**src/hdl/ces_defs.svh**
```systemverilog
/*
 * Constants of the exception sequencer: vector numbers, reset vector
 * addresses, status word field positions and register offsets.
 * Assumes inclusion by bare name from every design file that needs it.
 */
// Notes on behaviour
// - Four source kinds, serviced by priority
// - Reset beats every other pending source
// - Init pin rising, nmi high: power-on
// - Init pin rising, nmi low: manual reset
// - Errors/interrupts at decode, start after execution
// - Nmi, break, external level, five module sources
// - External level from four encoded pins
// - Pins 1110 is level 1, 0000 level 15
// - Trap starts on execution, not decode
// - Undefined code outside slot: general illegal
// - Undefined or pc-writing in slot: slot illegal
// - Ten delayed branches own a delay slot
// - Delayed, conditional branches and trap write pc
// - Power-on fetches pc at 0, sp at 4
// - Manual reset fetches pc at 8, sp at c
// - After reset fetch: base zero, mask 1111
// - After reset, run from fetched pc
// - Push status word and pc below stack register
// - Interrupt writes its level into mask
// - Errors and instructions leave mask unchanged
// - Fetch handler address, resume there
// - Vector address is base plus four times number
`ifndef CES_DEFS_SVH
`define CES_DEFS_SVH
`define CES_POR_PC_ADDR   32'h0000_0000
`define CES_POR_SP_ADDR   32'h0000_0004
`define CES_MAN_PC_ADDR   32'h0000_0008
`define CES_MAN_SP_ADDR   32'h0000_000c
`define CES_BASE_RESET    32'h0000_0000
`define CES_MASK_RESET    4'hf
`define CES_MASK_LSB      4
`define CES_MASK_MSB      7
`define CES_PUSH_ST_OFS   32'h0000_0004
`define CES_PUSH_PC_OFS   32'h0000_0008
`define CES_VEC_GILL      8'h04
`define CES_VEC_SILL      8'h06
`define CES_VEC_CPU_AE    8'h09
`define CES_VEC_DMA_AE    8'h0a
`define CES_VEC_NMI       8'h0b
`define CES_VEC_UBRK      8'h0c
`define CES_VEC_IRL_BASE  8'h40
`define CES_LVL_NMI       4'hf
`define CES_LVL_UBRK      4'hf
`define CES_LVL_NONE      4'h0
`define CES_NUM_MOD       5
`define CES_NUM_SRC       11
`define CES_REG_BASE      8'h00
`define CES_REG_MASK      8'h04
`define CES_REG_MOD_LVL   8'h08
`define CES_REG_MOD_VEC   8'h0c
`define CES_REG_INFO      8'h10
`endif

```
**src/hdl/ces_pkg.sv**
```systemverilog
/*
 * Types of the exception sequencer: sequence states, source positions.
 * Assumes the constants header is included where numbers are needed.
 */
package ces_pkg;
	typedef logic [3:0] ces_level_t;
	typedef logic [7:0] ces_vec_t;
	// One-hot sequence states
	typedef enum logic [6:0] {
		S_IDLE    = 7'h01,
		S_WAIT    = 7'h02,
		S_RST_PC  = 7'h04,
		S_RST_SP  = 7'h08,
		S_PUSH_ST = 7'h10,
		S_PUSH_PC = 7'h20,
		S_VEC     = 7'h40
	} ces_state_t;
	// Bit position in the request vector; lower is more urgent
	typedef enum logic [3:0] {
		SRC_POR  = 4'h0,
		SRC_MAN  = 4'h1,
		SRC_CAE  = 4'h2,
		SRC_DAE  = 4'h3,
		SRC_NMI  = 4'h4,
		SRC_UBRK = 4'h5,
		SRC_IRL  = 4'h6,
		SRC_MOD  = 4'h7,
		SRC_TRAP = 4'h8,
		SRC_GILL = 4'h9,
		SRC_SILL = 4'ha
	} ces_src_t;
endpackage

```
**src/hdl/ces_prio_pick.sv**
```systemverilog
/*
 * Fixed-priority picker: the lowest set request bit wins.
 * Assumes requests are already qualified by the caller.
 */
`timescale 1ns/1ns
module ces_prio_pick #(
	parameter int N = 11
) (
	input  wire logic [N-1:0] req,
	output logic      [N-1:0] grant,
	output logic              any
);
	// Two's complement isolates the lowest set bit
	assign grant = req & (~req + {{(N-1){1'b0}}, 1'b1});
	assign any   = |req;
endmodule

```
**src/hdl/ces_top.sv**
```systemverilog
/*
 * Exception sequencer: ranks reset, address error, interrupt and
 * instruction sources, runs reset vector fetch or the save/vector
 * sequence over a simple memory port, and exposes base and mask over APB.
 * Assumes decoder flags are valid with decode_valid, memory answers with a
 * one-cycle mem_ack, and all inputs are synchronous to pclk.
 */
// Local design decisions: the address map and register access over APB.
`timescale 1ns/1ns
`include "ces_defs.svh"
module ces_top (
	input  wire logic               pclk,
	input  wire logic               presetn,
	input  wire logic               psel,
	input  wire logic               penable,
	input  wire logic               pwrite,
	input  wire logic [7:0]         paddr,
	input  wire logic [31:0]        pwdata,
	output logic      [31:0]        prdata,
	output logic                    pready,
	output logic                    pslverr,
	input  wire logic               chip_init_pin,
	input  wire logic               nmi_pin,
	input  wire logic               cpu_addr_err,
	input  wire logic               dma_addr_err,
	input  wire logic               user_break,
	input  wire ces_pkg::ces_level_t ext_level_pins,
	input  wire logic [4:0]         mod_req,
	input  wire logic               decode_valid,
	input  wire logic               dec_undef,
	input  wire logic               dec_dly_branch,
	input  wire logic               dec_pc_modify,
	input  wire logic               trap_exec,
	input  wire ces_pkg::ces_vec_t  trap_vector,
	input  wire logic               exec_idle,
	input  wire logic [31:0]        stack_index_gpr,
	input  wire logic [31:0]        program_counter,
	input  wire logic [31:0]        status_word,
	output logic                    exc_busy,
	output logic                    pc_load,
	output logic      [31:0]        new_pc,
	output logic                    sp_load,
	output logic      [31:0]        stack_pointer,
	output ces_pkg::ces_level_t     irq_mask_field,
	output logic      [31:0]        vector_base_reg,
	output logic                    mem_req,
	output logic                    mem_we,
	output logic      [31:0]        mem_addr,
	output logic      [31:0]        mem_wdata,
	input  wire logic               mem_ack,
	input  wire logic [31:0]        mem_rdata
);
	import ces_pkg::*;

	ces_state_t           state_q;
	logic                 init_pin_q;
	logic                 rst_start;
	logic                 slot_q;
	logic [31:0]          base_q;
	ces_level_t           mask_q;
	logic [19:0]          mod_lvl_q;
	ces_vec_t             mod_vec_q;
	ces_vec_t             vec_q;
	ces_vec_t             last_vec_q;
	ces_level_t           lvl_q;
	logic                 is_int_q;
	logic [31:0]          sp_base_q;
	logic [31:0]          pc_hold_q;
	logic [31:0]          mem_addr_q;
	logic [31:0]          mem_wdata_q;
	logic                 mem_we_q;
	logic                 pc_load_q;
	logic                 sp_load_q;
	logic [31:0]          new_pc_q;
	logic [31:0]          new_sp_q;
	logic [31:0]          prdata_q;
	logic                 pslverr_q;
	logic [`CES_NUM_SRC-1:0] req;
	logic [`CES_NUM_SRC-1:0] grant;
	logic                 any_req;
	ces_level_t           irl_lvl;
	ces_level_t           mod_best;
	logic [2:0]           mod_idx;
	logic                 gill;
	logic                 sill;
	ces_vec_t             pick_vec;
	ces_level_t           pick_lvl;
	logic                 pick_int;
	logic                 pick_wait;
	logic                 done_exc;
	logic                 done_rst;
	logic                 apb_wr;
	logic                 apb_setup;

	// Reset pin edge; the flop powers up high so no edge at release
	always_ff @(posedge pclk or negedge presetn) begin
		if (!presetn) begin
			init_pin_q <= 1'b1;
		end else begin
			init_pin_q <= chip_init_pin;
		end
	end
	assign rst_start = !init_pin_q && chip_init_pin;

	// Active-low encoding: 1110 is level 1, 0000 is level 15
	assign irl_lvl = ~ext_level_pins;

	// Highest-level module request; ties go to the lower index
	always_comb begin
		mod_best = `CES_LVL_NONE;
		mod_idx  = 3'h0;
		for (int i = 0; i < `CES_NUM_MOD; i++) begin
			if (mod_req[i] && mod_lvl_q[4*i +: 4] > mod_best) begin
				mod_best = mod_lvl_q[4*i +: 4];
				mod_idx  = i[2:0];
			end
		end
	end

	// Delay slot follows any of the ten delayed branches
	always_ff @(posedge pclk or negedge presetn) begin
		if (!presetn) begin
			slot_q <= 1'b0;
		end else if (state_q != S_IDLE) begin
			slot_q <= 1'b0;
		end else if (decode_valid) begin
			slot_q <= dec_dly_branch;
		end
	end
	assign gill = decode_valid && dec_undef && !slot_q;
	// Any pc-writing opcode in the slot is illegal
	assign sill = decode_valid && slot_q &&
		(dec_undef || dec_pc_modify);

	// Request vector; interrupts other than nmi must beat the current mask
	always_comb begin
		req = '0;
		req[SRC_POR]  = rst_start && nmi_pin;
		req[SRC_MAN]  = rst_start && !nmi_pin;
		req[SRC_CAE]  = decode_valid && cpu_addr_err;
		req[SRC_DAE]  = decode_valid && dma_addr_err;
		req[SRC_NMI]  = decode_valid && nmi_pin && init_pin_q;
		req[SRC_UBRK] = decode_valid && user_break &&
			(`CES_LVL_UBRK > mask_q);
		req[SRC_IRL]  = decode_valid && (irl_lvl > mask_q);
		req[SRC_MOD]  = decode_valid && (mod_best > mask_q);
		req[SRC_TRAP] = trap_exec;
		req[SRC_GILL] = gill;
		req[SRC_SILL] = sill;
	end

	// Fixed ranking of all eleven sources
	ces_prio_pick #(
		.N (`CES_NUM_SRC)
	) u_pick (
		.req   (req),
		.grant (grant),
		.any   (any_req)
	);

	// Vector, level and start timing of the winner
	always_comb begin
		pick_vec  = `CES_VEC_GILL;
		pick_lvl  = mask_q;
		pick_int  = 1'b0;
		pick_wait = 1'b1;
		if (grant[SRC_CAE]) begin
			pick_vec = `CES_VEC_CPU_AE;
		end else if (grant[SRC_DAE]) begin
			pick_vec = `CES_VEC_DMA_AE;
		end else if (grant[SRC_NMI]) begin
			pick_vec = `CES_VEC_NMI;
			pick_lvl = `CES_LVL_NMI;
			pick_int = 1'b1;
		end else if (grant[SRC_UBRK]) begin
			pick_vec = `CES_VEC_UBRK;
			pick_lvl = `CES_LVL_UBRK;
			pick_int = 1'b1;
		end else if (grant[SRC_IRL]) begin
			pick_vec = `CES_VEC_IRL_BASE + {5'h00, irl_lvl[3:1]};
			pick_lvl = irl_lvl;
			pick_int = 1'b1;
		end else if (grant[SRC_MOD]) begin
			pick_vec = mod_vec_q + {5'h00, mod_idx};
			pick_lvl = mod_best;
			pick_int = 1'b1;
		end else if (grant[SRC_TRAP]) begin
			pick_vec  = trap_vector;
			pick_wait = 1'b0;
		end else if (grant[SRC_SILL]) begin
			pick_vec  = `CES_VEC_SILL;
			pick_wait = 1'b0;
		end else begin
			pick_wait = 1'b0;
		end
	end

	assign done_exc = (state_q == S_VEC) && mem_ack && !rst_start;
	assign done_rst = (state_q == S_RST_SP) && mem_ack && !rst_start;

	// Sequencer and memory request; a reset edge aborts anything
	always_ff @(posedge pclk or negedge presetn) begin
		if (!presetn) begin
			state_q     <= S_IDLE;
			mem_addr_q  <= 32'h0000_0000;
			mem_wdata_q <= 32'h0000_0000;
			mem_we_q    <= 1'b0;
			vec_q       <= 8'h00;
			lvl_q       <= 4'h0;
			is_int_q    <= 1'b0;
			sp_base_q   <= 32'h0000_0000;
			pc_hold_q   <= 32'h0000_0000;
		end else if (rst_start) begin
			state_q    <= S_RST_PC;
			mem_we_q   <= 1'b0;
			mem_addr_q <= nmi_pin ? `CES_POR_PC_ADDR
				: `CES_MAN_PC_ADDR;
		end else begin
			case (state_q)
				S_IDLE: begin
					if (any_req) begin
						vec_q     <= pick_vec;
						lvl_q     <= pick_lvl;
						is_int_q  <= pick_int;
						sp_base_q <= stack_index_gpr;
						state_q   <= pick_wait ? S_WAIT : S_PUSH_ST;
						mem_we_q  <= 1'b1;
						mem_addr_q <= stack_index_gpr - `CES_PUSH_ST_OFS;
						mem_wdata_q <= status_word;
					end
				end
				S_WAIT: begin
					// Hold until the running instruction retires
					if (exec_idle) begin
						state_q <= S_PUSH_ST;
					end
				end
				S_RST_PC: begin
					if (mem_ack) begin
						pc_hold_q  <= mem_rdata;
						mem_addr_q <= mem_addr_q + `CES_POR_SP_ADDR;
						state_q    <= S_RST_SP;
					end
				end
				S_RST_SP: begin
					if (mem_ack) begin
						state_q <= S_IDLE;
					end
				end
				S_PUSH_ST: begin
					if (mem_ack) begin
						mem_addr_q  <= sp_base_q - `CES_PUSH_PC_OFS;
						mem_wdata_q <= program_counter;
						state_q     <= S_PUSH_PC;
					end
				end
				S_PUSH_PC: begin
					if (mem_ack) begin
						mem_we_q   <= 1'b0;
						mem_addr_q <= base_q + {22'h0, vec_q, 2'b00};
						state_q    <= S_VEC;
					end
				end
				S_VEC: begin
					if (mem_ack) begin
						state_q <= S_IDLE;
					end
				end
				default: begin
					state_q <= S_IDLE;
				end
			endcase
		end
	end

	// Pc and sp loads toward the pipeline, one-cycle pulses
	always_ff @(posedge pclk or negedge presetn) begin
		if (!presetn) begin
			pc_load_q <= 1'b0;
			sp_load_q <= 1'b0;
			new_pc_q  <= 32'h0000_0000;
			new_sp_q  <= 32'h0000_0000;
		end else begin
			pc_load_q <= done_rst || done_exc;
			sp_load_q <= done_rst || done_exc;
			if (done_rst) begin
				new_pc_q <= pc_hold_q;
				new_sp_q <= mem_rdata;
			end else if (done_exc) begin
				new_pc_q <= mem_rdata;
				new_sp_q <= sp_base_q - `CES_PUSH_PC_OFS;
			end
		end
	end

	// Vector base; hardware update wins over a same-cycle write
	always_ff @(posedge pclk or negedge presetn) begin
		if (!presetn) begin
			base_q <= `CES_BASE_RESET;
		end else if (done_rst) begin
			base_q <= `CES_BASE_RESET;
		end else if (apb_wr && paddr == `CES_REG_BASE) begin
			base_q <= pwdata;
		end
	end

	// Interrupt mask; only interrupts, resets and APB writes move it
	always_ff @(posedge pclk or negedge presetn) begin
		if (!presetn) begin
			mask_q <= `CES_MASK_RESET;
		end else if (done_rst) begin
			mask_q <= `CES_MASK_RESET;
		end else if (done_exc && is_int_q) begin
			mask_q <= lvl_q;
		end else if (apb_wr && paddr == `CES_REG_MASK) begin
			mask_q <= pwdata[3:0];
		end
	end

	// Module levels, module vector base and last vector taken
	always_ff @(posedge pclk or negedge presetn) begin
		if (!presetn) begin
			mod_lvl_q  <= 20'h00000;
			mod_vec_q  <= 8'h00;
			last_vec_q <= 8'h00;
		end else begin
			if (apb_wr && paddr == `CES_REG_MOD_LVL) begin
				mod_lvl_q <= pwdata[19:0];
			end
			if (apb_wr && paddr == `CES_REG_MOD_VEC) begin
				mod_vec_q <= pwdata[7:0];
			end
			if (done_exc) begin
				last_vec_q <= vec_q;
			end
		end
	end

	// APB slave: data prepared in setup, zero wait states
	assign apb_setup = psel && !penable;
	assign apb_wr    = psel && penable && pwrite && !pslverr_q;
	always_ff @(posedge pclk or negedge presetn) begin
		if (!presetn) begin
			prdata_q  <= 32'h0000_0000;
			pslverr_q <= 1'b0;
		end else if (apb_setup) begin
			pslverr_q <= 1'b0;
			case (paddr)
				`CES_REG_BASE:    prdata_q <= base_q;
				`CES_REG_MASK:    prdata_q <= {28'h0, mask_q};
				`CES_REG_MOD_LVL: prdata_q <= {12'h0, mod_lvl_q};
				`CES_REG_MOD_VEC: prdata_q <= {24'h0, mod_vec_q};
				`CES_REG_INFO: begin
					prdata_q <= {17'h0, state_q, last_vec_q};
					pslverr_q <= pwrite; // Read-only
				end
				default: begin
					prdata_q  <= 32'h0000_0000;
					pslverr_q <= 1'b1;
				end
			endcase
		end
	end

	assign prdata          = prdata_q;
	assign pready          = 1'b1;
	assign pslverr         = psel && penable && pslverr_q;
	assign exc_busy        = (state_q != S_IDLE);
	assign pc_load         = pc_load_q;
	assign new_pc          = new_pc_q;
	assign sp_load         = sp_load_q;
	assign stack_pointer   = new_sp_q;
	assign irq_mask_field  = mask_q;
	assign vector_base_reg = base_q;
	assign mem_req         = (state_q != S_IDLE) && (state_q != S_WAIT);
	assign mem_we          = mem_we_q;
	assign mem_addr        = mem_addr_q;
	assign mem_wdata       = mem_wdata_q;

	// Checks on the sequencer
	rst_wins_a: assert property (@(posedge pclk) disable iff (!presetn)
		rst_start |=> state_q == S_RST_PC)
		else $error("reset edge did not start reset fetch");
	por_vec_a: assert property (@(posedge pclk) disable iff (!presetn)
		rst_start && nmi_pin |=> mem_addr_q == `CES_POR_PC_ADDR)
		else $error("power-on pc address wrong");
	man_vec_a: assert property (@(posedge pclk) disable iff (!presetn)
		state_q == S_RST_PC && mem_addr_q == `CES_MAN_PC_ADDR && mem_ack
		&& !rst_start |=> mem_addr_q == `CES_MAN_SP_ADDR)
		else $error("manual reset sp address wrong");
	rst_init_a: assert property (@(posedge pclk) disable iff (!presetn)
		done_rst |=> base_q == `CES_BASE_RESET
		&& mask_q == `CES_MASK_RESET && pc_load)
		else $error("reset did not set base and mask");
	wait_exec_a: assert property (@(posedge pclk) disable iff (!presetn)
		state_q == S_WAIT && !exec_idle && !rst_start
		|=> state_q == S_WAIT && !mem_req)
		else $error("handling started before instruction end");
	push_addr_a: assert property (@(posedge pclk) disable iff (!presetn)
		state_q == S_PUSH_ST && mem_ack && !rst_start
		|=> mem_addr == sp_base_q - `CES_PUSH_PC_OFS && mem_we)
		else $error("pc push address wrong");
	vec_addr_a: assert property (@(posedge pclk) disable iff (!presetn)
		state_q == S_PUSH_PC && mem_ack && !rst_start
		|=> mem_addr == $past(base_q) + {22'h0, $past(vec_q), 2'b00})
		else $error("vector address wrong");
	mask_keep_a: assert property (@(posedge pclk) disable iff (!presetn)
		done_exc && !is_int_q && !apb_wr |=> $stable(mask_q))
		else $error("mask changed on non-interrupt");
	mask_int_a: assert property (@(posedge pclk) disable iff (!presetn)
		done_exc && is_int_q |=> mask_q == $past(lvl_q))
		else $error("mask not set to interrupt level");
	irl_lvl_a: assert property (@(posedge pclk) disable iff (!presetn)
		state_q == S_IDLE && !rst_start && grant[SRC_IRL]
		|=> lvl_q == ~$past(ext_level_pins))
		else $error("external level decoded wrong");
endmodule

```
**config.mk**
```make
export PLATFORM = sky130hd
export DESIGN_NAME = ces_top
export DESIGN_NICKNAME = d
export VERILOG_FILES = /design/src/hdl/ces_pkg.sv /design/src/hdl/ces_prio_pick.sv /design/src/hdl/ces_top.sv
export VERILOG_INCLUDE_DIRS = /design/src /design/src/hdl
export SDC_FILE = /design/constraint.sdc
export NUM_CORES = 1
export LEC_CHECK = 0
export BUFFER_PORTS_ARGS = -buffer_cell sky130_fd_sc_hd__buf_2
export CAP_MARGIN = 40
export CORE_ASPECT_RATIO = 0.5
export CORE_UTILIZATION = 30
export DETAILED_ROUTE_END_ITERATION = 10
export GPL_TIMING_DRIVEN = 0
export HOLD_SLACK_MARGIN = 0.05
export MAX_ROUTING_LAYER = met4
export PLACE_DENSITY = 0.53
export SKIP_LAST_GASP = 1
export SLEW_MARGIN = 5
export SYNTH_ARGS = -nofsm -noshare
export SYNTH_HDL_FRONTEND = slang
export SYNTH_SLANG_ARGS = --single-unit
```
**constraint.sdc**
```tcl
create_clock -name pclk -period 8.6 [get_ports pclk]
set_input_delay 0.43 -clock pclk [delete_from_list [all_inputs] [get_ports pclk]]
set_output_delay 0.43 -clock pclk [all_outputs]
set_load 0.005 [all_outputs]
```
==> flow_summary.ini, run 1 <==
[setup_path]
crit_path_start_kind = flip-flop
arrival_ns = 8.88
worstPathMaxFanout = 5
max_stage_delay_ns = 0.40
crit_top_cell = o21a_1
crit_path_end_kind = flip-flop
critPathKind = flip-flop to flip-flop
slowest_stage = dfrtp_1
required_ns = 9.00

[synthesis]
syn-num-nets = 2172
synth_mux_area_share_pct = 7.50
synth_compound_area_share_pct = 18.8
synth_edf_count = 0
yosysTopAreaCellShare_pct = 44.4
yosys.area_share.simple_pct = 17.4
ys.flop_type = dfrtp_1
synth_cells = 1932
syn-cell-area_mm2 = 0.0178
synth_xor_xnor_area_share_pct = 4.93
synth_cell_types = 87
async_reset_ff_share_pct = 100
ys_ff_latch = 321
synth_area_leader_cell = dfrtp_1
synth_area_leaders = dfrtp_1, nand2_1, o21ai_1
synth_top_family_by_area = compound AO/OA/AOI/OAI gates
synth_warnings = 0
synth_fa_ha_area_share_pct = 2.76
avgSynthCellArea_um2 = 9.20
seq_area_frac_synth_pct = 45.2

[clock_network]
cts_sinks = 321
htree_levels = 2
root_buffer = clkbuf_16
numCtsBuffers = 35
clock_latency_ns = 0.53
clk_path_buf_depth = 3
cts_tree = yes
cts.reportedPaths.clkPinSlew_ns = 0.07

[power_and_ir_drop]
vdd_ir_drop_max_v = 0.000172
p_leak_nw = 10.6
p_per_area_mw_per_mm2 = 280

[timing]
skew_ns = 0.0167
drv_slew = 0
final_hold_viol_count = 0
whs_ns = 0.111
period_needed_ns = 8.47
grt_setup_unrepaired = true
tightest_slew_ns = 0.984
fmax_ghz = 0.118
min_period_over_period_pct = 98.5
fin_setup_tns_ns = 0
slew_headroom_pct = 34.2
setup_violations = 0

[die]
start_util_pct = 30.7
core_mm2 = 0.0579
rows = 62
die_h_um = 174
die_area_mm2 = 0.0603
dieWidth_um = 346
num_io_pins = 405

[drt]
via_per_inst = 5.29
postRouteAntennaNets = 0
wl_per_cell_um = 22.1
drt_iter0_drc = 1643
vias = 17136
first_pass_iters = 7
routed_wl_um = 71600
drc_errors = 0

[min_path]
min_path_type = input port to flip-flop

[placement]
hpwl_um = 54800
gp_congestion = 0.942
portBuffers = 403

[global_routing]
grt_max_degree = 107
grt_pass1_wl_um = 105000
grt_overflow_total = 0
grt_pass1_vias = 16544
grtUsageTotal_pct = 23.6
antenna_found_initial = 9

[finish]
layout_commonest_cell = buf_2
final_cell_mix = buf_2, nand2_1, dfrtp_1
area_growth_pct = 31.8
layout.nets = 2676
drive_above_1_share_pct = 28.6

[status]
status = finished, final reports clean

[run]
drv_cap = 0
[metrics by stage]
stage | power [mW] | area [µm²] | std cells | setup WS, ns | util [%]
2_1_floorplan | 3.52 | 17800 | 1932 | -0.0233 | -
3_3_place_gp | 4.50 | 20800 | 3103 | -2.37 | 35.8
3_5_place_dp | 4.53 | 20900 | 3110 | -2.42 | 36.0
4_1_cts | 6.16 | 22300 | 3191 | -0.0524 | 38.5
5_1_grt | 6.92 | 23400 | 3237 | -0.291 | 40.4
6_report | 6.56 | 23400 | 3237 | 0.126 | 40.4
[Yosys cell counts, types with 13 or more instances]
cell type  instances
o211ai_1          17
a31oi_1           14
o21ai_0           55
or3_1             17
ha_1              36
mux2_1            33
nand4_1           17
a21oi_1           74
inv_1             40
nand2_1          344
clkbuf_1          95
xor2_1            42
nor3_1            35
a22o_1            34
nor2_1           118
nand3_1           39
dfrtp_1          315
a22oi_1           64
mux2i_1           59
nor4_1            25
a221oi_1          13
mux2_2            33
o21ai_1          140
xnor2_1           58
[logic make-up (layout without fill, tap and decap cells)]
group,after synthesis,count (layout)
flops,321,321
compound gates,519,519
xor+xnor,100,100
buf+inv,151,678
fa+ha+maj,38,38
simple gates,677,679
mux,125,125
other cells,1,9
[area by class of cell]
type,count,area (µm²)
Timing Repair Buffer,466,2700
Multi-Input combinational cell,1462,9800
Clock buffer,52,1060
Tap cell,768,961
Sequential cell,321,8040
Antenna cell,8,20.0
Buffer,107,582
Fill cell,5889,34500
Inverter,43,163
Clock inverter,10,85.1
[worst max-delay path, delay by kind of cell (launching register included)]
family          cells  cell delay, ns
compound gates     22            3.76
fa+ha+maj           5            1.33
buf+inv             5            0.77
flops               1            0.40
mux                 1            0.26
simple gates       10            1.81
[power breakdown]
group,internal (mW),leakage [nW],switching (mW)
Combinational,1.13,5.84,1.55
Sequential,1.95,4.20,0.389
Clock,0.888,0.568,0.658
Total,3.97,10.6,2.59
[layer usage]
layer / GRT usage [%] / share of wire [%] / routed length [µm] / vias up
met5: - / 0 / 0 / -
met2: 39.1 / 49 / 35300 / 542
met1: 29.9 / 42 / 30300 / 8472
met4: 7.56 / 3.1 / 2180 / 0
met3: 3.14 / 5.3 / 3780 / 115
li1: - / - / - / 8007
[worst paths after layout]
path	start	to	slack, ns	cells past startpoint
max reg2reg	mod_lvl_q[2]$_DFFE_PN0P_	vec_q[2]$_DFFE_PN0P_	0.13	43
min	pwdata[21]	vector_base_reg[21]$_DFFE_PN0P_	0.11	2
max in group asynchronous	presetn	new_pc[15]$_DFFE_PN0P_	6.40	5
min reg2reg	mem_wdata[1]$_DFFE_PN0P_	mem_wdata[1]$_DFFE_PN0P_	0.47	2
min in group asynchronous	presetn	mod_lvl_q[3]$_DFFE_PN0P_	0.42	2
max	mod_lvl_q[2]$_DFFE_PN0P_	vec_q[2]$_DFFE_PN0P_	0.13	43
[timing repair]
action,in CTS,in global routing
buffers inserted,18,29
hold buffers,2,0
hold endpoints to repair,59,0
pin swaps,9,42
setup endpoints to repair,117,117
gates cloned,0,9
resized for setup,52,172
No activity file was read; power rests on OpenSTA's default activity.
==> inputs of run 2 (changes only) <==
--- a/config.mk
+++ b/config.mk
@@ -14,7 +14,7 @@
 export GPL_TIMING_DRIVEN = 0
 export HOLD_SLACK_MARGIN = 0.05
 export MAX_ROUTING_LAYER = met4
-export PLACE_DENSITY = 0.53
+export PLACE_DENSITY = 0.62
 export SKIP_LAST_GASP = 1
 export SLEW_MARGIN = 5
 export SYNTH_ARGS = -nofsm -noshare
==> run 2 against run 1 <==
  * Total power shrank 1.7%
  * Utilization decreased by 0.80 points
  * Largest power group unchanged
  * Worst hold slack better by 0.0066 ns
  * Global-route usage shrank 0.083 points
  * Sequential power is essentially flat
  * Non-clock buffer count fell by 19
==> flow_summary.ini, run 2 (synthesis results as in run 1) <==
[clock_network]
root_buffer = clkbuf_16
cts_sinks = 321
htree_levels = 2
numCtsBuffers = 35
cts_tree = yes
clock_latency_ns = 0.54
cts.reportedPaths.clkPinSlew_ns = 0.06
clk_path_buf_depth = 3

[placement]
preCtsSetupSlack_ns = -2.28
portBuffers = 403
hpwl_um = 54800
gp_congestion = 0.975
dp.cells = 3108

[timing]
min_period_over_period_pct = 98.9
setup_ws_ns = 0.0985
fmax_ghz = 0.118
tightest_slew_ns = 0.945
final_hold_viol_count = 0
setup_violations = 0
fin_setup_tns_ns = 0
period_needed_ns = 8.50
grt_setup_unrepaired = true
drv_slew = 0
whs_ns = 0.117
skew_ns = 0.0189
slew_headroom_pct = 37.0

[die]
core_mm2 = 0.0579
num_io_pins = 405
die_h_um = 174
rows = 62
start_util_pct = 30.7
dieWidth_um = 346
die_area_mm2 = 0.0603

[drt]
routed_wl_um = 70900
via_per_inst = 5.33
vias = 17177
postRouteAntennaNets = 0
drc_errors = 0
wl_per_cell_um = 22.0
first_pass_iters = 7
drt_iter0_drc = 1469

[finish]
layout_commonest_cell = buf_2
stdcell_count = 3223
final_cell_mix = buf_2, nand2_1, dfrtp_1
area_growth_pct = 29.1
fillCellCount = 5778
drive_above_1_share_pct = 26.8
layout.nets = 2657

[global_routing]
antenna_found_initial = 15
grtUsageMet1_pct = 29.0
grt_use_met3_pct = 2.73
grt_pass1_vias = 16676
grt_busiest_layer = met2
grtUsageTotal_pct = 23.5
grt_max_degree = 115
grt_pass1_wl_um = 105000
grt_overflow_total = 0
grtUsageMet2_pct = 40.0

[setup_path]
max_stage_delay_ns = 0.41
required_ns = 9.01
critPathKind = flip-flop to flip-flop
crit_path_end_kind = flip-flop
arrival_ns = 8.91
slowest_stage = dfrtp_1
crit_top_cell = o21a_1
crit_path_start_kind = flip-flop
worstPathMaxFanout = 6

[run]
drv_cap = 0

[power_and_ir_drop]
p_leak_nw = 10.4
vdd_ir_drop_max_v = 0.000164
p_per_area_mw_per_mm2 = 281
power.total_mw = 6.45

[min_path]
min_path_type = input port to flip-flop

[status]
status = finished, final reports clean
[run 2: cell count changes in the layout (fill, tap and decap cells not counted), moves of 3 or more]
cell       delta
nand3_2       -3
nand2_1      +10
clkbuf_16     -5
nand2_2       -7
diode_2       +5
a21oi_1       +3
buf_6         -3
nand3_1       +3
nor2_1        +3
buf_4         -5
buf_8         -5
[run 2: area by class of cell]
| type | count | area, µm² | area share (%) |
|---|---|---|---|
| Antenna cell | 13 | 32.5 | 0.142 |
| Timing Repair Buffer | 447 | 2440 | 10.7 |
| Clock buffer | 52 | 1050 | 4.58 |
| Inverter | 43 | 163 | 0.709 |
| Sequential cell | 321 | 8040 | 35.0 |
| Buffer | 107 | 533 | 2.32 |
| Clock inverter | 10 | 131 | 0.572 |
| Tap cell | 768 | 961 | 4.19 |
| Multi-Input combinational cell | 1462 | 9590 | 41.8 |
[run 2: report_power, final]
| group | switching, mW | internal [mW] | total [mW] | leakage, nW |
|---|---|---|---|---|
| Clock | 0.646 | 0.939 | 1.58 | 0.582 |
| Combinational | 1.49 | 1.03 | 2.52 | 5.64 |
| Sequential | 0.390 | 1.95 | 2.34 | 4.20 |
| Total | 2.53 | 3.92 | 6.45 | 10.4 |
[run 2: repair_timing]
action / 4_1_cts / 5_1_grt
pin swaps: 7 / 31
gates resized for setup: 37 / 133
setup buffers: 13 / 24
hold buffers: 2 / 0
endpoints found under the hold margin: 105 / 0
gates cloned: 0 / 2
endpoints found under the setup margin: 117 / 116
[run 2: stage by stage]
stage | area, µm² | util [%]
after floorplan | 17800 | -
after global placement | 20800 | 35.8
after detailed placement | 20800 | 36.0
after CTS | 22300 | 38.4
after global routing | 23000 | 39.6
final | 23000 | 39.6
[run 2: critical path: cells and delay by family, from the launching register on]
kind                     cells  cell delay (ns)
AO/OA/AOI/OAI               19             3.34
AND/OR/NAND/NOR             10             1.74
adder cells (fa/ha/maj)      5             1.38
buffers and inverters        6             0.96
multiplexers                 2             0.53
flip-flops                   1             0.41
[run 2: per-layer routing]
layer	vias to the layer above	wire length (µm)
met1	8560	29400
met3	143	3290
met5	-	0
met4	0	2610
met2	506	35600
li1	7968	-
[run 2: worst paths after layout]
path | start | endpoint | slack (ns) | cells after the start
min in group asynchronous | presetn | vector_base_reg[7]$_DFFE_PN0P_ | 0.51 | 2
min | stack_index_gpr[1] | sp_base_q[1]$_DFFE_PN0P_ | 0.12 | 3
max | mod_lvl_q[1]$_DFFE_PN0P_ | state_q[3]$_DFFE_PN0P_ | 0.1 | 42
min reg2reg | new_pc[11]$_DFFE_PN0P_ | new_pc[11]$_DFFE_PN0P_ | 0.48 | 2
max in group asynchronous | presetn | new_pc[30]$_DFFE_PN0P_ | 6.48 | 4
max reg2reg | mod_lvl_q[1]$_DFFE_PN0P_ | state_q[3]$_DFFE_PN0P_ | 0.1 | 42
==> inputs of run 3 (changes only) <==
--- a/config.mk
+++ b/config.mk
@@ -10,6 +10,7 @@
 export CAP_MARGIN = 40
 export CORE_ASPECT_RATIO = 0.5
 export CORE_UTILIZATION = 30
+export CTS_BUF_LIST = sky130_fd_sc_hd__clkbuf_8
 export DETAILED_ROUTE_END_ITERATION = 10
 export GPL_TIMING_DRIVEN = 0
 export HOLD_SLACK_MARGIN = 0.05
==> run 3 against run 2 <==
  * Die area unchanged
  * Global-route usage about the same
  * Maximum frequency increased by 0.40%
  * Utilization increased by 0.25 points
  * Sequential power about the same
  * Clock skew about the same
  * Setup slack improved by 0.034 ns
  * Via count increased by 0.97%
==> flow_summary.ini, run 3 (synthesis results as in run 1) <==
[status]
status = finished, final reports clean

[drt]
wl_per_cell_um = 21.7
postRouteAntennaNets = 0
drc_errors = 0
via_per_inst = 5.29
first_pass_iters = 6
routed_wl_um = 71100
vias = 17344
drt_iter0_drc = 1445

[die]
die_area_mm2 = 0.0603
rows = 62
die_h_um = 174
dieWidth_um = 346
num_io_pins = 405
start_util_pct = 30.7
core_mm2 = 0.0579

[setup_path]
arrival_ns = 8.95
worstPathMaxFanout = 5
required_ns = 9.08
max_stage_delay_ns = 0.38
critPathKind = flip-flop to flip-flop
slowest_stage = dfrtp_1
crit_path_start_kind = flip-flop
crit_path_end_kind = flip-flop

[clock_network]
root_buffer = clkbuf_8
cts_tree = yes
cts_sinks = 321
htree_levels = 2
clk_path_buf_depth = 3
numCtsBuffers = 52
clock_latency_ns = 0.61
cts.reportedPaths.clkPinSlew_ns = 0.06

[timing]
tightest_slew_ns = 0.969
skew_ns = 0.0185
drv_slew = 0
setup_violations = 0
final_hold_viol_count = 0
fmax_ghz = 0.118
period_needed_ns = 8.47
min_period_over_period_pct = 98.5
slew_headroom_pct = 35.4
grt_setup_unrepaired = true

[placement]
hpwl_um = 54800
gp_congestion = 0.975
place_area_mm2 = 0.0208
dp.cells = 3108
portBuffers = 403

[power_and_ir_drop]
vdd_ir_drop_max_v = 0.000135
p_leak_nw = 10.6
p_per_area_mw_per_mm2 = 273

[finish]
finish.utilization_pct = 39.9
stdcell_area_mm2 = 0.0231
area_growth_pct = 30.0
drive_above_1_share_pct = 26.9
stdcell_count = 3280
final_cell_mix = buf_2, nand2_1, dfrtp_1
layout.nets = 2697
layout_commonest_cell = buf_2
fillCellCount = 5764

[run]
drv_cap = 0

[global_routing]
grt_pass1_vias = 16914
antenna_found_initial = 15
grt_pass1_wl_um = 106000
grt_max_degree = 115
grt_overflow_total = 0
grtUsageTotal_pct = 23.5

[min_path]
min_path_type = input port to flip-flop
## run 3: report_power, final
group	total (mW)	switching, mW	internal [mW]	leakage [nW]
Combinational	2.55	1.50	1.05	5.72
Clock	1.41	0.646	0.763	0.651
Sequential	2.34	0.393	1.95	4.20
## run 3: cell type report
| class | count | area (µm²) | share of cell area, % |
|---|---|---|---|
| Clock buffer | 71 | 977 | 4.23 |
| Antenna cell | 12 | 30.0 | 0.130 |
| Inverter | 43 | 163 | 0.704 |
| Multi-Input combinational cell | 1462 | 9580 | 41.5 |
| Sequential cell | 321 | 8040 | 34.8 |
| Clock inverter | 26 | 134 | 0.580 |
| Tap cell | 768 | 961 | 4.16 |
| Buffer | 107 | 513 | 2.22 |
| Timing Repair Buffer | 470 | 2700 | 11.7 |
## run 3: what timing repair did
| item | CTS | global route |
|---|---|---|
| pin swaps | 7 | 36 |
| endpoints found under the hold margin | 130 | 0 |
| gates resized for setup | 37 | 119 |
| hold buffers | 26 | 0 |
| cloned | 0 | 4 |
| setup endpoints to repair | 117 | 116 |
| buffers inserted | 13 | 21 |
## run 3: worst paths after layout
check                                            endpoint  slack (ns)                      from  cells past startpoint
setup / recovery                 mem_addr[21]$_DFFE_PN0P_        0.13  mod_lvl_q[0]$_DFFE_PN0P_                     44
hold / removal                   pc_hold_q[8]$_DFFE_PN0P_        0.08              mem_rdata[8]                      2
setup reg to reg                 mem_addr[21]$_DFFE_PN0P_        0.13  mod_lvl_q[0]$_DFFE_PN0P_                     44
hold reg to reg                    new_pc[11]$_DFFE_PN0P_        0.47    new_pc[11]$_DFFE_PN0P_                      2
max in group asynchronous       pc_hold_q[30]$_DFFE_PN0P_        6.53                   presetn                      4
min in group asynchronous  vector_base_reg[7]$_DFFE_PN0P_        0.46                   presetn                      2
## run 3: metal layers
metal | part of all wire (%) | track usage (%) | wire length (µm) | up-vias
li1 | - | - | - | 8052
met1 | 41 | 29.0 | 29000 | 8540
met2 | 50 | 39.4 | 35300 | 575
met3 | 5.2 | 2.79 | 3730 | 177
met4 | 4.3 | 9.31 | 3040 | 0
met5 | 0 | - | 0 | -
## run 3: critical path, delay by kind of cell (launching register included)
family / cells / cell delay, ns
AND/OR/NAND/NOR: 11 / 2.19
AO/OA/AOI/OAI: 20 / 3.27
flip-flops: 1 / 0.38
multiplexers: 1 / 0.20
buffers and inverters: 7 / 0.98
adder cells (fa/ha/maj): 5 / 1.27
## run 3: per-stage QoR
| stage | TNS (ns) | hold WS, ns | total power, mW | setup slack, ns |
|---|---|---|---|---|
| final | 0 | 0.0808 | 6.30 | 0.133 |
| after global routing | -17.38 | 0.0604 | 6.65 | -0.300 |
| after CTS | 0 | 0.0506 | 5.99 | 0.0219 |
| after detailed placement | -240.77 | 0.469 | 4.53 | -2.28 |
| after global placement | -239.32 | 0.461 | 4.48 | -2.28 |
| after floorplan | -0.0233 | 0.134 | 3.52 | -0.0233 |
